$ cat src/pkg/emb_pkg.sv
// Purpose: Shared constants and types for the embedded multiplier block.
// Assumes: AXI4-Lite register access, 32-bit data, one clock.
// Notes:   Every offset, field position and width used by core/ lives here.
//
// Overview of operation
// [RULE1] Product optionally registered in 18/36-bit sections.
// [RULE2] Output registers take clock, enable, async clear.
// [RULE3] All in/out registers share clock, enable, clear.
// [RULE4] One 18x18 or two independent 9x9 multipliers.
// [RULE5] Unused sign controls mean unsigned operation.
// [RULE6] Adding or accumulating products is done outside.
// [RULE7] Asserted sign control means two's-complement operand.
`default_nettype none
package emb_pkg;

  // Datapath widths
  localparam int unsigned EMB_WIDE_W   = 18;
  localparam int unsigned EMB_NARROW_W = 9;
  localparam int unsigned EMB_PROD_W   = 36;
  localparam int unsigned EMB_SECT_W   = 18;
  localparam int unsigned EMB_NSECT    = 2;
  localparam int unsigned EMB_NLANE    = 2;

  // Register bus widths
  localparam int unsigned EMB_AXI_AW = 8;
  localparam int unsigned EMB_AXI_DW = 32;
  localparam int unsigned EMB_AXI_SW = 4;

  // Register byte offsets
  localparam logic [7:0] EMB_OFF_CTRL   = 8'h00;
  localparam logic [7:0] EMB_OFF_OPA    = 8'h04;
  localparam logic [7:0] EMB_OFF_OPB    = 8'h08;
  localparam logic [7:0] EMB_OFF_RES_LO = 8'h0C;
  localparam logic [7:0] EMB_OFF_RES_HI = 8'h10;
  localparam logic [7:0] EMB_OFF_STATUS = 8'h14;

  // Control register fields
  localparam int unsigned EMB_CTRL_DUAL   = 0;
  localparam int unsigned EMB_CTRL_SIGN_A = 1;
  localparam int unsigned EMB_CTRL_SIGN_B = 2;
  localparam int unsigned EMB_CTRL_IN_REG = 3;
  localparam int unsigned EMB_CTRL_OUTREG = 4;
  localparam int unsigned EMB_CTRL_SW_OPS = 5;
  localparam logic [31:0] EMB_CTRL_RST    = 32'h0000_0000;
  localparam logic [31:0] EMB_CTRL_MASK   = 32'h0000_003F;
  localparam logic [31:0] EMB_OPER_MASK   = 32'h0003_FFFF;
  localparam logic [31:0] EMB_ZERO_WORD   = 32'h0000_0000;

  // Status register fields
  localparam int unsigned EMB_STAT_DUAL   = 0;
  localparam int unsigned EMB_STAT_SIGN_A = 1;
  localparam int unsigned EMB_STAT_SIGN_B = 2;
  localparam int unsigned EMB_STAT_IN_REG = 3;
  localparam int unsigned EMB_STAT_OUTREG = 4;

  // AXI responses
  localparam logic [1:0] EMB_RESP_OKAY   = 2'h0;
  localparam logic [1:0] EMB_RESP_SLVERR = 2'h2;

  // Operating mode
  typedef enum logic [0:0] {
    EMB_MODE_WIDE = 1'b0,
    EMB_MODE_DUAL = 1'b1
  } emb_mode_t;

endpackage
`default_nettype wire

$ cat src/core/emb_mult_top.sv
// Purpose: Embedded multiplier with optional in/out registers, AXI4-Lite setup.
// Assumes: Operands and sign pins come from logic on i_clk; no synchroniser.
// Notes:   Sums and accumulations belong to the surrounding logic.
//
// The register offsets and the AXI4-Lite slave port were decided locally.
`timescale 1ns/100ps
`default_nettype none
module emb_mult_top
(
  input  wire logic        i_clk,
  input  wire logic        i_sys_rst,
  input  wire logic        i_aclr,
  input  wire logic        i_clk_en,
  input  wire logic [17:0] i_op_a,
  input  wire logic [17:0] i_op_b,
  input  wire logic        i_sign_a,
  input  wire logic        i_sign_b,
  output logic      [35:0] o_product,
  input  wire logic [7:0]  i_s_axi_awaddr,
  input  wire logic        i_s_axi_awvalid,
  output logic             o_s_axi_awready,
  input  wire logic [31:0] i_s_axi_wdata,
  input  wire logic [3:0]  i_s_axi_wstrb,
  input  wire logic        i_s_axi_wvalid,
  output logic             o_s_axi_wready,
  output logic [1:0]       o_s_axi_bresp,
  output logic             o_s_axi_bvalid,
  input  wire logic        i_s_axi_bready,
  input  wire logic [7:0]  i_s_axi_araddr,
  input  wire logic        i_s_axi_arvalid,
  output logic             o_s_axi_arready,
  output logic [31:0]      o_s_axi_rdata,
  output logic [1:0]       o_s_axi_rresp,
  output logic             o_s_axi_rvalid,
  input  wire logic        i_s_axi_rready
);

  // Bus side state
  logic        aw_hold_r;
  logic        aw_hold_nxt;
  logic [7:0]  awaddr_r;
  logic [7:0]  awaddr_nxt;
  logic        w_hold_r;
  logic        w_hold_nxt;
  logic [31:0] wdata_r;
  logic [31:0] wdata_nxt;
  logic [3:0]  wstrb_r;
  logic [3:0]  wstrb_nxt;
  logic        awready_r;
  logic        awready_nxt;
  logic        wready_r;
  logic        wready_nxt;
  logic        bvalid_r;
  logic        bvalid_nxt;
  logic [1:0]  bresp_r;
  logic [1:0]  bresp_nxt;
  logic        arready_r;
  logic        arready_nxt;
  logic        rvalid_r;
  logic        rvalid_nxt;
  logic [31:0] rdata_r;
  logic [31:0] rdata_nxt;
  logic [1:0]  rresp_r;
  logic [1:0]  rresp_nxt;

  // Configuration and software operands
  logic [31:0] ctrl_r;
  logic [31:0] ctrl_nxt;
  logic [31:0] opa_r;
  logic [31:0] opa_nxt;
  logic [31:0] opb_r;
  logic [31:0] opb_nxt;

  // Datapath
  logic               sign_a_eff;
  logic               sign_b_eff;
  logic [17:0]        src_a;
  logic [17:0]        src_b;
  logic [17:0]        in_a_r;
  logic [17:0]        in_a_nxt;
  logic [17:0]        in_b_r;
  logic [17:0]        in_b_nxt;
  logic               in_sa_r;
  logic               in_sa_nxt;
  logic               in_sb_r;
  logic               in_sb_nxt;
  logic [17:0]        mul_a;
  logic [17:0]        mul_b;
  logic               mul_sa;
  logic               mul_sb;
  emb_pkg::emb_mode_t mode;
  logic [35:0]        prod_comb;
  logic [17:0]        sect_r   [emb_pkg::EMB_NSECT];
  logic [17:0]        sect_nxt [emb_pkg::EMB_NSECT];
  logic [35:0]        sect_word;
  logic [31:0]        status_word;
  logic               wr_fire;

  // Byte-lane merge of a write into a stored word
  function automatic logic [31:0] merge_strb(input logic [31:0] old_w,
                                             input logic [31:0] new_w,
                                             input logic [3:0]  strb);
    logic [31:0] res;
    res = old_w;
    for (int i = 0; i < emb_pkg::EMB_AXI_SW; i++)
    begin
      if (strb[i])
        res[i*8 +: 8] = new_w[i*8 +: 8];
    end
    return res;
  endfunction

  assign wr_fire = aw_hold_r && w_hold_r && !bvalid_r;

  // Write channels: address and data taken in either order
  always_comb
  begin
    aw_hold_nxt = aw_hold_r;
    awaddr_nxt  = awaddr_r;
    w_hold_nxt  = w_hold_r;
    wdata_nxt   = wdata_r;
    wstrb_nxt   = wstrb_r;
    bvalid_nxt  = bvalid_r;
    bresp_nxt   = bresp_r;
    ctrl_nxt    = ctrl_r;
    opa_nxt     = opa_r;
    opb_nxt     = opb_r;
    if (i_s_axi_awvalid && awready_r)
    begin
      aw_hold_nxt = 1'b1;
      awaddr_nxt  = i_s_axi_awaddr;
    end
    if (i_s_axi_wvalid && wready_r)
    begin
      w_hold_nxt = 1'b1;
      wdata_nxt  = i_s_axi_wdata;
      wstrb_nxt  = i_s_axi_wstrb;
    end
    if (bvalid_r && i_s_axi_bready)
      bvalid_nxt = 1'b0;
    if (wr_fire)
    begin
      aw_hold_nxt = 1'b0;
      w_hold_nxt  = 1'b0;
      bvalid_nxt  = 1'b1;
      bresp_nxt   = emb_pkg::EMB_RESP_OKAY;
      case (awaddr_r)
        emb_pkg::EMB_OFF_CTRL:
          ctrl_nxt = merge_strb(ctrl_r, wdata_r, wstrb_r) & emb_pkg::EMB_CTRL_MASK;
        emb_pkg::EMB_OFF_OPA:
          opa_nxt = merge_strb(opa_r, wdata_r, wstrb_r) & emb_pkg::EMB_OPER_MASK;
        emb_pkg::EMB_OFF_OPB:
          opb_nxt = merge_strb(opb_r, wdata_r, wstrb_r) & emb_pkg::EMB_OPER_MASK;
        emb_pkg::EMB_OFF_RES_LO,
        emb_pkg::EMB_OFF_RES_HI,
        emb_pkg::EMB_OFF_STATUS:
          bresp_nxt = emb_pkg::EMB_RESP_OKAY; // Read-only, write dropped
        default:
          bresp_nxt = emb_pkg::EMB_RESP_SLVERR;
      endcase
    end
    // Ready only while the channel has room and no response waits
    awready_nxt = !aw_hold_nxt && !bvalid_nxt;
    wready_nxt  = !w_hold_nxt && !bvalid_nxt;
    if (i_sys_rst)
    begin
      aw_hold_nxt = 1'b0;
      awaddr_nxt  = 8'h00;
      w_hold_nxt  = 1'b0;
      wdata_nxt   = emb_pkg::EMB_ZERO_WORD;
      wstrb_nxt   = 4'h0;
      bvalid_nxt  = 1'b0;
      bresp_nxt   = emb_pkg::EMB_RESP_OKAY;
      ctrl_nxt    = emb_pkg::EMB_CTRL_RST; // [RULE5]
      opa_nxt     = emb_pkg::EMB_ZERO_WORD;
      opb_nxt     = emb_pkg::EMB_ZERO_WORD;
      awready_nxt = 1'b0;
      wready_nxt  = 1'b0;
    end
  end

  always_ff @(posedge i_clk)
  begin
    aw_hold_r <= aw_hold_nxt;
    awaddr_r  <= awaddr_nxt;
    w_hold_r  <= w_hold_nxt;
    wdata_r   <= wdata_nxt;
    wstrb_r   <= wstrb_nxt;
    bvalid_r  <= bvalid_nxt;
    bresp_r   <= bresp_nxt;
    ctrl_r    <= ctrl_nxt;
    opa_r     <= opa_nxt;
    opb_r     <= opb_nxt;
    awready_r <= awready_nxt;
    wready_r  <= wready_nxt;
  end

  // Status view of the live configuration
  always_comb
  begin
    status_word = emb_pkg::EMB_ZERO_WORD;
    status_word[emb_pkg::EMB_STAT_DUAL]   = ctrl_r[emb_pkg::EMB_CTRL_DUAL];
    status_word[emb_pkg::EMB_STAT_SIGN_A] = mul_sa;
    status_word[emb_pkg::EMB_STAT_SIGN_B] = mul_sb;
    status_word[emb_pkg::EMB_STAT_IN_REG] = ctrl_r[emb_pkg::EMB_CTRL_IN_REG];
    status_word[emb_pkg::EMB_STAT_OUTREG] = ctrl_r[emb_pkg::EMB_CTRL_OUTREG];
  end

  // Read channel: one outstanding read, answered the next cycle
  always_comb
  begin
    rvalid_nxt = rvalid_r;
    rdata_nxt  = rdata_r;
    rresp_nxt  = rresp_r;
    if (rvalid_r && i_s_axi_rready)
      rvalid_nxt = 1'b0;
    if (i_s_axi_arvalid && arready_r)
    begin
      rvalid_nxt = 1'b1;
      rresp_nxt  = emb_pkg::EMB_RESP_OKAY;
      case (i_s_axi_araddr)
        emb_pkg::EMB_OFF_CTRL:   rdata_nxt = ctrl_r;
        emb_pkg::EMB_OFF_OPA:    rdata_nxt = opa_r;
        emb_pkg::EMB_OFF_OPB:    rdata_nxt = opb_r;
        emb_pkg::EMB_OFF_RES_LO: rdata_nxt = o_product[31:0];
        emb_pkg::EMB_OFF_RES_HI: rdata_nxt = {28'h0000000, o_product[35:32]};
        emb_pkg::EMB_OFF_STATUS: rdata_nxt = status_word;
        default:
        begin
          rdata_nxt = emb_pkg::EMB_ZERO_WORD;
          rresp_nxt = emb_pkg::EMB_RESP_SLVERR;
        end
      endcase
    end
    arready_nxt = !rvalid_nxt;
    if (i_sys_rst)
    begin
      rvalid_nxt  = 1'b0;
      rdata_nxt   = emb_pkg::EMB_ZERO_WORD;
      rresp_nxt   = emb_pkg::EMB_RESP_OKAY;
      arready_nxt = 1'b0;
    end
  end

  always_ff @(posedge i_clk)
  begin
    rvalid_r  <= rvalid_nxt;
    rdata_r   <= rdata_nxt;
    rresp_r   <= rresp_nxt;
    arready_r <= arready_nxt;
  end

  // Operand source and effective sign; pins low and bits clear mean unsigned
  always_comb
  begin
    sign_a_eff = i_sign_a | ctrl_r[emb_pkg::EMB_CTRL_SIGN_A]; // [RULE5] [RULE7]
    sign_b_eff = i_sign_b | ctrl_r[emb_pkg::EMB_CTRL_SIGN_B]; // [RULE5] [RULE7]
    src_a = ctrl_r[emb_pkg::EMB_CTRL_SW_OPS] ? opa_r[17:0] : i_op_a;
    src_b = ctrl_r[emb_pkg::EMB_CTRL_SW_OPS] ? opb_r[17:0] : i_op_b;
    mode  = emb_pkg::emb_mode_t'(ctrl_r[emb_pkg::EMB_CTRL_DUAL]); // [RULE4]
  end

  // Input registers: same clock, enable and clear as the output side
  always_comb
  begin
    in_a_nxt  = in_a_r;
    in_b_nxt  = in_b_r;
    in_sa_nxt = in_sa_r;
    in_sb_nxt = in_sb_r;
    if (i_clk_en) // [RULE3]
    begin
      in_a_nxt  = src_a;
      in_b_nxt  = src_b;
      in_sa_nxt = sign_a_eff;
      in_sb_nxt = sign_b_eff;
    end
    if (i_sys_rst)
    begin
      in_a_nxt  = 18'h00000;
      in_b_nxt  = 18'h00000;
      in_sa_nxt = 1'b0;
      in_sb_nxt = 1'b0;
    end
  end

  always_ff @(posedge i_clk or posedge i_aclr)
  begin
    if (i_aclr) // [RULE3]
    begin
      in_a_r  <= 18'h00000;
      in_b_r  <= 18'h00000;
      in_sa_r <= 1'b0;
      in_sb_r <= 1'b0;
    end
    else
    begin
      in_a_r  <= in_a_nxt;
      in_b_r  <= in_b_nxt;
      in_sa_r <= in_sa_nxt;
      in_sb_r <= in_sb_nxt;
    end
  end

  // Bypass of the input stage adds no latency
  always_comb
  begin
    if (ctrl_r[emb_pkg::EMB_CTRL_IN_REG])
    begin
      mul_a  = in_a_r;
      mul_b  = in_b_r;
      mul_sa = in_sa_r;
      mul_sb = in_sb_r;
    end
    else
    begin
      mul_a  = src_a;
      mul_b  = src_b;
      mul_sa = sign_a_eff;
      mul_sb = sign_b_eff;
    end
  end

  emb_mult_core u_core
  (
    .i_op_a    (mul_a),
    .i_op_b    (mul_b),
    .i_sign_a  (mul_sa),
    .i_sign_b  (mul_sb),
    .i_mode    (mode),
    .o_product (prod_comb)
  );

  // Output sections, one per 18-bit lane; wide mode loads both together
  genvar s;
  generate
    for (s = 0; s < emb_pkg::EMB_NSECT; s++)
    begin : g_sect
      always_comb
      begin
        sect_nxt[s] = sect_r[s];
        if (i_clk_en) // [RULE2] [RULE3]
          sect_nxt[s] = prod_comb[s*emb_pkg::EMB_SECT_W +: emb_pkg::EMB_SECT_W]; // [RULE1]
        if (i_sys_rst)
          sect_nxt[s] = 18'h00000;
      end

      // Clear acts without the clock, hence outside the next-value logic
      always_ff @(posedge i_clk or posedge i_aclr)
      begin
        if (i_aclr) // [RULE2]
          sect_r[s] <= 18'h00000;
        else
          sect_r[s] <= sect_nxt[s];
      end
    end
  endgenerate

  assign sect_word = {sect_r[1], sect_r[0]};

  // Bypassed output stage is combinational by definition of the mode
  assign o_product = ctrl_r[emb_pkg::EMB_CTRL_OUTREG] ? sect_word : prod_comb; // [RULE1]

  assign o_s_axi_awready = awready_r;
  assign o_s_axi_wready  = wready_r;
  assign o_s_axi_bvalid  = bvalid_r;
  assign o_s_axi_bresp   = bresp_r;
  assign o_s_axi_arready = arready_r;
  assign o_s_axi_rvalid  = rvalid_r;
  assign o_s_axi_rdata   = rdata_r;
  assign o_s_axi_rresp   = rresp_r;

endmodule
`default_nettype wire

$ cat src/core/emb_mult_core.sv
// Purpose: Combinational product of one 18x18 or two 9x9 operand pairs.
// Assumes: Operands already selected and optionally registered upstream.
// Notes:   Sign bit is extended only when the lane's sign control is set.
`timescale 1ns/100ps
`default_nettype none
module emb_mult_core
(
  input  wire logic [17:0]          i_op_a,
  input  wire logic [17:0]          i_op_b,
  input  wire logic                 i_sign_a,
  input  wire logic                 i_sign_b,
  input  wire emb_pkg::emb_mode_t   i_mode,
  output logic      [35:0]          o_product
);

  logic signed [18:0] wide_a;
  logic signed [18:0] wide_b;
  logic signed [37:0] wide_p;
  logic signed [9:0]  lane_a [emb_pkg::EMB_NLANE];
  logic signed [9:0]  lane_b [emb_pkg::EMB_NLANE];
  logic signed [19:0] lane_p [emb_pkg::EMB_NLANE];

  // Wide multiplier, extension bit zero when unsigned
  always_comb
  begin
    wide_a = {i_sign_a & i_op_a[emb_pkg::EMB_WIDE_W-1], i_op_a}; // [RULE5] [RULE7]
    wide_b = {i_sign_b & i_op_b[emb_pkg::EMB_WIDE_W-1], i_op_b}; // [RULE5] [RULE7]
    wide_p = wide_a * wide_b;
  end

  // Two narrow lanes on the low and high operand halves
  genvar g;
  generate
    for (g = 0; g < emb_pkg::EMB_NLANE; g++)
    begin : g_lane
      always_comb
      begin
        lane_a[g] = {i_sign_a & i_op_a[g*emb_pkg::EMB_NARROW_W + emb_pkg::EMB_NARROW_W-1],
                     i_op_a[g*emb_pkg::EMB_NARROW_W +: emb_pkg::EMB_NARROW_W]}; // [RULE7]
        lane_b[g] = {i_sign_b & i_op_b[g*emb_pkg::EMB_NARROW_W + emb_pkg::EMB_NARROW_W-1],
                     i_op_b[g*emb_pkg::EMB_NARROW_W +: emb_pkg::EMB_NARROW_W]}; // [RULE7]
        lane_p[g] = lane_a[g] * lane_b[g];
      end
    end
  endgenerate

  // Mode select; lanes never interact in dual mode
  always_comb
  begin
    if (i_mode == emb_pkg::EMB_MODE_DUAL) // [RULE4]
      o_product = {lane_p[1][emb_pkg::EMB_SECT_W-1:0], lane_p[0][emb_pkg::EMB_SECT_W-1:0]};
    else
      o_product = wide_p[emb_pkg::EMB_PROD_W-1:0];
  end

endmodule
`default_nettype wire

$ cat config.mk
export PLATFORM = sky130hd
export DESIGN_NAME = emb_mult_top
export DESIGN_NICKNAME = d
export VERILOG_FILES = /design/src/pkg/emb_pkg.sv /design/src/core/emb_mult_top.sv /design/src/core/emb_mult_core.sv
export SDC_FILE = /design/constraint.sdc
export NUM_CORES = 2
export LEC_CHECK = 0
export BUFFER_PORTS_ARGS = -buffer_cell sky130_fd_sc_hd__buf_4
export CAP_MARGIN = 20
export CORE_ASPECT_RATIO = 2
export CORE_MARGIN = 5
export CORE_UTILIZATION = 40
export DETAILED_ROUTE_END_ITERATION = 8
export GPL_TIMING_DRIVEN = 0
export PLACE_DENSITY = 0.66
export REMOVE_ABC_BUFFERS = 1
export SLEW_MARGIN = 10
export SYNTH_ARGS = -nofsm -noshare
export SYNTH_HDL_FRONTEND = slang
export SYNTH_HIERARCHICAL = 1
export SYNTH_SLANG_ARGS = --single-unit
export TNS_END_PERCENT = 1
$ cat constraint.sdc
create_clock -name i_clk -period 18.3 [get_ports i_clk]
set_input_delay 5.49 -clock i_clk [delete_from_list [all_inputs] [get_ports i_clk]]
set_output_delay 5.49 -clock i_clk [all_outputs]
set_load 0.01 [all_outputs]
### Word-level counts from Yosys, hierarchy flattened

Cells that the tools add are included.

| storage, ports and cells | value |
|---|---|
| bits in registers | 188 |
| bits in latches | 0 |
| RAM bits | 0 |
| ROM bits | 0 |
| bits of input ports | 99 |
| output and inout port bits | 77 |
| logic and storage cells | 102 |
| memories | 0 |

| operators by class | value |
|---|---|
| add/sub/neg operators | 0 |
| multiply operators | 3 |
| divide/modulo/power cells | 0 |
| $lt $le $gt $ge | 0 |
| equal/unequal tests | 10 |
| shifts and indexed selects | 0 |
| mux-type cells | 31 |
| bitwise operators | 6 |
| reductions and logical operators | 26 |

Operators by type and width:

| cell | number |
|---|---|
| $mux 18 | 12 |
| $pmux 32 s6 | 1 |
| $mux 36 | 2 |
| $mul 10x10->18 | 2 |
| $mul 19x19->36 | 1 |
| $eq 8x4->1 const B | 4 |
| $eq 8x5->1 const B | 4 |
| $reduce_and 3->1 | 7 |
| $eq 8x3->1 const B | 2 |
| $logic_not 8->1 | 2 |
| $mux 1 | 14 |
| $reduce_or 6->1 | 2 |
| $logic_and 1x1->1 | 9 |
| $logic_not 1->1 | 5 |
| $and 1x1->1 | 4 |
| $mux 2 | 2 |
| $or 1x1->1 | 2 |
| $reduce_bool 2->1 | 1 |

### Depth between registers and ports, before layout

| logic depth | value |
|---|---|
| word-level depth | 7 |
| gate-level depth with buffers | 35 |
| gate-level depth less buffers | 32 |

### Cells and area by module

Netlist, hierarchy kept.

By module, submodules not included:

| module | times used | cells each | area an instance (µm²) | seq. area each (µm²) |
|---|---|---|---|---|
| emb_mult_core | 1 | 1,992 | 17,807.1 | 0.0 |
| emb_mult_top | 1 | 948 | 8,903.5 | 4,093.9 |

### Worst setup path before layout

Ideal clock, no wire load.

| timing path | value |
|---|---|
| kind | input-to-output |
| start point | input i_op_a[14] |
| end point | output o_product[31] |
| arrival | 12,093 ps |
| required time | 12,810 ps |
| slack | 717 ps |
| cell stages on the path | 25 |
| buffers on the path | 1 |
| path through | mux2i_1 mux2i_1 clkbuf_1 nand2_1 fa_1 inv_1 fa_1 inv_1 fa_1 inv_1 fa_1 fa_1 fa_1 inv_1 fa_1 inv_1 ha_1 a2111oi_0 a21oi_1 o2bb2ai_1 or2_2 a311o_1 nand2_1 o21ai_0 mux2_2 |

| on the way | value |
|---|---|
| longest elaborated chain between the ends | 5 |
| elaborated cells between the ends (all ways) | 6 |
| those cells by class | 2 x mul; 4 x mux |

RTL lines:

| element | line | text |
|---|---|---|
| from (decl) | emb_mult_top.sv:14 | `input wire logic [17:0] i_op_a,` |
| $mux 18 * | emb_mult_top.sv:258 | `src_a = ctrl_r[emb_pkg::EMB_CTRL_SW_OPS] ? opa_r[17:0] : i_op_a;` |
| $mux 18 * | emb_mult_top.sv:307 | `if (ctrl_r[emb_pkg::EMB_CTRL_IN_REG])` |
| net mul_a[14] | emb_mult_top.sv:87 | `logic [17:0] mul_a;` |
| $mul 19x19->36 / $mul 10x10->18 (equally long branches) | emb_mult_core.sv:28, emb_mult_core.sv:42 |  |
| $mux 36 * | emb_mult_core.sv:50 | `if (i_mode == emb_pkg::EMB_MODE_DUAL)` |
| net prod_comb[31] | emb_mult_top.sv:92 | `logic [35:0] prod_comb;` |
| $mux 36 * | emb_mult_top.sv:361 | `assign o_product = ctrl_r[emb_pkg::EMB_CTRL_OUTREG] ? sect_word : prod_comb;` |
| to (decl) | emb_mult_top.sv:18 | `output logic [35:0] o_product,` |

The timed path passes the listed nets; every way through them passes the cells marked *.

### Worst setup path in the final report

| timing path | value |
|---|---|
| start point | input i_op_b[4] |
| end point | output o_product[32] |

| on the way | value |
|---|---|
| longest elaborated chain between the ends | 5 |

RTL lines:

| element | line | text |
|---|---|---|
| from (decl) | emb_mult_top.sv:15 | `input wire logic [17:0] i_op_b,` |
| $mux 18 | emb_mult_top.sv:259 | `src_b = ctrl_r[emb_pkg::EMB_CTRL_SW_OPS] ? opb_r[17:0] : i_op_b;` |
| $mux 18 | emb_mult_top.sv:307 |  |
| net mul_b[4] | emb_mult_top.sv:88 | `logic [17:0] mul_b;` |
| $mul 19x19->36 | emb_mult_core.sv:28 | `wide_p = wide_a * wide_b;` |
| $mux 36 | emb_mult_core.sv:50 |  |
| net prod_comb[32] | emb_mult_top.sv:92 |  |
| $mux 36 | emb_mult_top.sv:361 |  |

The timed path passes the listed nets, and every way through them passes these cells.

==> reports/metrics.csv <==
stage,metric,value,unit
cells_and_area,final_cell_mix,"inv_1 (565), fa_1 (446), nand2_1 (312)",
detailed_routing,drt-pass1-iter-count,5,
sta,rsz0062_at_grt,yes,
synth,yosys.area_share.xor_xnor,0.0239,
worst_setup_path,cp_common_cell,fa_1,
synth,syn_area,26700,sq um
die,dieArea,72400,sq um
sta,setup-violations-final,4,
worst_setup_path,crit_required,12.81,ns
die,initial_core_util,0.401,
cells_and_area,regArea,4100,sq um
global_routing,antenna_found_initial,3,
worst_setup_path,end_kind,output port,
sta,finalWorstSetupSlack,-0.0600,ns
synth,synth_cells,2940,
synth,netlist-cell-type-count,77,
die,io_pins,176,
sta,worst_pin_slew,1.21,ns
worst_setup_path,critical_path.slowest_cell,fa_1,
die,die_y,375,um
sta,skew,0.0190,ns
placement,gp_congestion,0.957,
synth,synth_compound_area_frac,0.0866,
sta,slew_headroom,0.184,
sta,period_minus_slack,18.36,ns
cells_and_area,layout_commonest_cell,inv_1,
die,std_cell_rows,134,
worst_setup_path,critPathMaxStageDelay,0.57,ns
synth,synth_largest_area_cell,fa_1,
die,core_area,66600,sq um
clock_network,clkTransAtPathRegs,0.07,ns
global_routing,grt_pass1_vias,22914,
detailed_routing,wl_per_cell,22.5,um
worst_setup_path,critPathMaxFanout,6,
worst_hold_path,hp-class,reg2reg,
synth,synth_mux_area_frac,0.0676,
global_routing,grt_max_degree,129,
synth,async_reset_ff_frac,0.398,
clock_network,insertion_delay,0.47,ns
synth,synth_top_cell_area_share,0.337,
clock_network,cts_buffers,17,
clock_network,clock_path_buffers,2,
global_routing,grt_overflow,0,
sta,final_max_slew_viol_count,0,
cells_and_area,multi_input_area,20800,sq um
cells_and_area,fin_nets,3781,
cells_and_area,syn2layout_area_growth,16.7,%
cells_and_area,nFillCells,6326,
detailed_routing,route.detailed.drc,0,
detailed_routing,drt_iter0_markers,1406,
synth,yosysSeqAreaShare,0.153,
worst_setup_path,crit_type,in2out,
placement,hpwl,66.7,mm
synth,syn_avg_cell_area,9.09,sq um
clock_network,root_buffer,clkbuf_16,
worst_setup_path,worstPathArrival,12.87,ns
clock_network,cts_tree,built,
run_status,failed_checks,negative setup slack,
synth,synthAdderAreaFrac,0.423,
synth,yosys.area_share.simple,0.141,
sta,post-route-period-util,1.00,
sta,finalHoldViolations,0,
placement,io_buffers,158,
synth,synth-edff-count,0,
sta,fmax,54.5,MHz
sta,tns,-0.155,ns
cells_and_area,drive_above_1_share,0.152,
detailed_routing,via_per_inst,5.41,
worst_setup_path,crit_path_start_kind,input port,
run_status,status,"complete, but fails checks",
synth,synth_area_leaders,"fa_1 (34%), ha_1 (8.6%), dfxtp_1 (8.4%)",
synth,ys_warn_count,6,
detailed_routing,route.vias.total,21365,
global_routing,track_usage,0.249,
detailed_routing,routed_wl,88.7,mm
clock_network,ctsHoldBuffers,0,
clock_network,clock-sinks,186,
synth,synth-main-ff-cell,dfxtp_1,
flow_run,max_cap_viol_count,0,
clock_network,htree_levels,4,
die,die_x,193,um
detailed_routing,final_antenna_net_count,0,
synth,synth_top_family_by_area,adder cells,
synth,synth_seq_cells,186,
global_routing,grt_pass1_wl,135,mm
[routing by layer]
metal  vias to the layer above  global-route usage  part of all wire
met1                     10701               0.263              0.33
met2                       904               0.442              0.52
li1                       9429                   -                 -
met4                         2               0.175             0.089
met5                         -                   0           0.00015
met3                       329              0.0410             0.064
[flip-flops by register name (all words and copies together), names as in the netlist, 3 cells and up]
name and count:
awaddr_r 8, ctrl_r 6, in_a_r 18, in_b_r 18, o_s_axi_rdata 32, opa_r 18
opb_r 18, sect_r 36, wdata_r 18, wstrb_r 3
[path summary, 6_finish.rpt]
path                                    end  cells past startpoint  slack [ns]         from
setup / recovery              o_product[32]                     29       -0.06    i_op_b[4]
hold / removal                  awaddr_r[7]                      2        0.46  awaddr_r[7]
setup reg to reg           o_s_axi_rdata[1]                     28        9.13    ctrl_r[3]
hold reg to reg                 awaddr_r[7]                      2        0.46  awaddr_r[7]
max in group asynchronous         in_a_r[1]                      3       12.66       i_aclr
min in group asynchronous        sect_r[15]                      2        4.99       i_aclr
[cell usage after synthesis (17+ instances only)]
cell and n:
inv_1 567, nand2b_1 18, o21ai_0 61, or2_2 33
o211ai_1 17, mux2i_1 131, a21oi_1 93, a211oi_1 49
ha_1 184, xor2_1 21, nand2_1 317, nor2_1 163
clkbuf_1 128, buf_1 18, dfxtp_1 112, fa_1 450
dfrtp_1 74, nor3_1 19, o21ai_1 20, xnor2_1 52
and2_1 146, nand3_1 38, mux2_2 40
[repair_timing]
item	4_1_cts	5_1_grt
cloned	8	0
pin swaps	2	6
gates resized for setup	46	43
endpoints found under the setup margin	18	18
buffers inserted	25	23
[worst max-delay path: cells and delay by family]
kind | cells | cell delay [ns]
adder cells (fa/ha/maj) | 8 | 3.88
AND/OR/NAND/NOR | 5 | 1.04
XOR/XNOR | 1 | 0.16
multiplexers | 3 | 0.92
buffers and inverters | 8 | 0.70
AO/OA/AOI/OAI | 4 | 0.66
[kinds of logic after synthesis]
| kind of cell | after synthesis |
|---|---|
| AND/OR/NAND/NOR | 792 |
| buffers and inverters | 726 |
| adder cells (fa/ha/maj) | 634 |
| AO/OA/AOI/OAI | 355 |
| flip-flops | 186 |
| multiplexers | 173 |
| XOR/XNOR | 73 |
| other | 1 |
[stage by stage]
step                worst slack (ns)  hold slack [ns]  utilization  area [sq um]  instances
floorplan                      0.120            0.430            -         26100       2782
CTS                           -0.184            0.459        0.462         30700       3921
global placement               -3.29            0.441        0.426         28400       3824
global route                  -0.180            0.481        0.468         31200       3945
detailed placement             -1.57            0.449        0.445         29600       3856
finish                       -0.0600            0.457        0.468         31200       3946
[cell type report]
| cell class | count | area share |
|---|---|---|
| Clock buffer | 20 | 0.0143 |
| Inverter | 567 | 0.0685 |
| Tap cell | 884 | 0.0355 |
| Timing Repair Buffer | 239 | 0.0772 |
| Multi-Input combinational cell | 2037 | 0.668 |
| Sequential cell | 186 | 0.132 |
| Clock inverter | 12 | 0.00422 |
| Antenna cell | 1 | 0.0000803 |
Power is not shown: default switching activity piles up to over one toggle a cycle in this logic, so the estimate is an artifact.
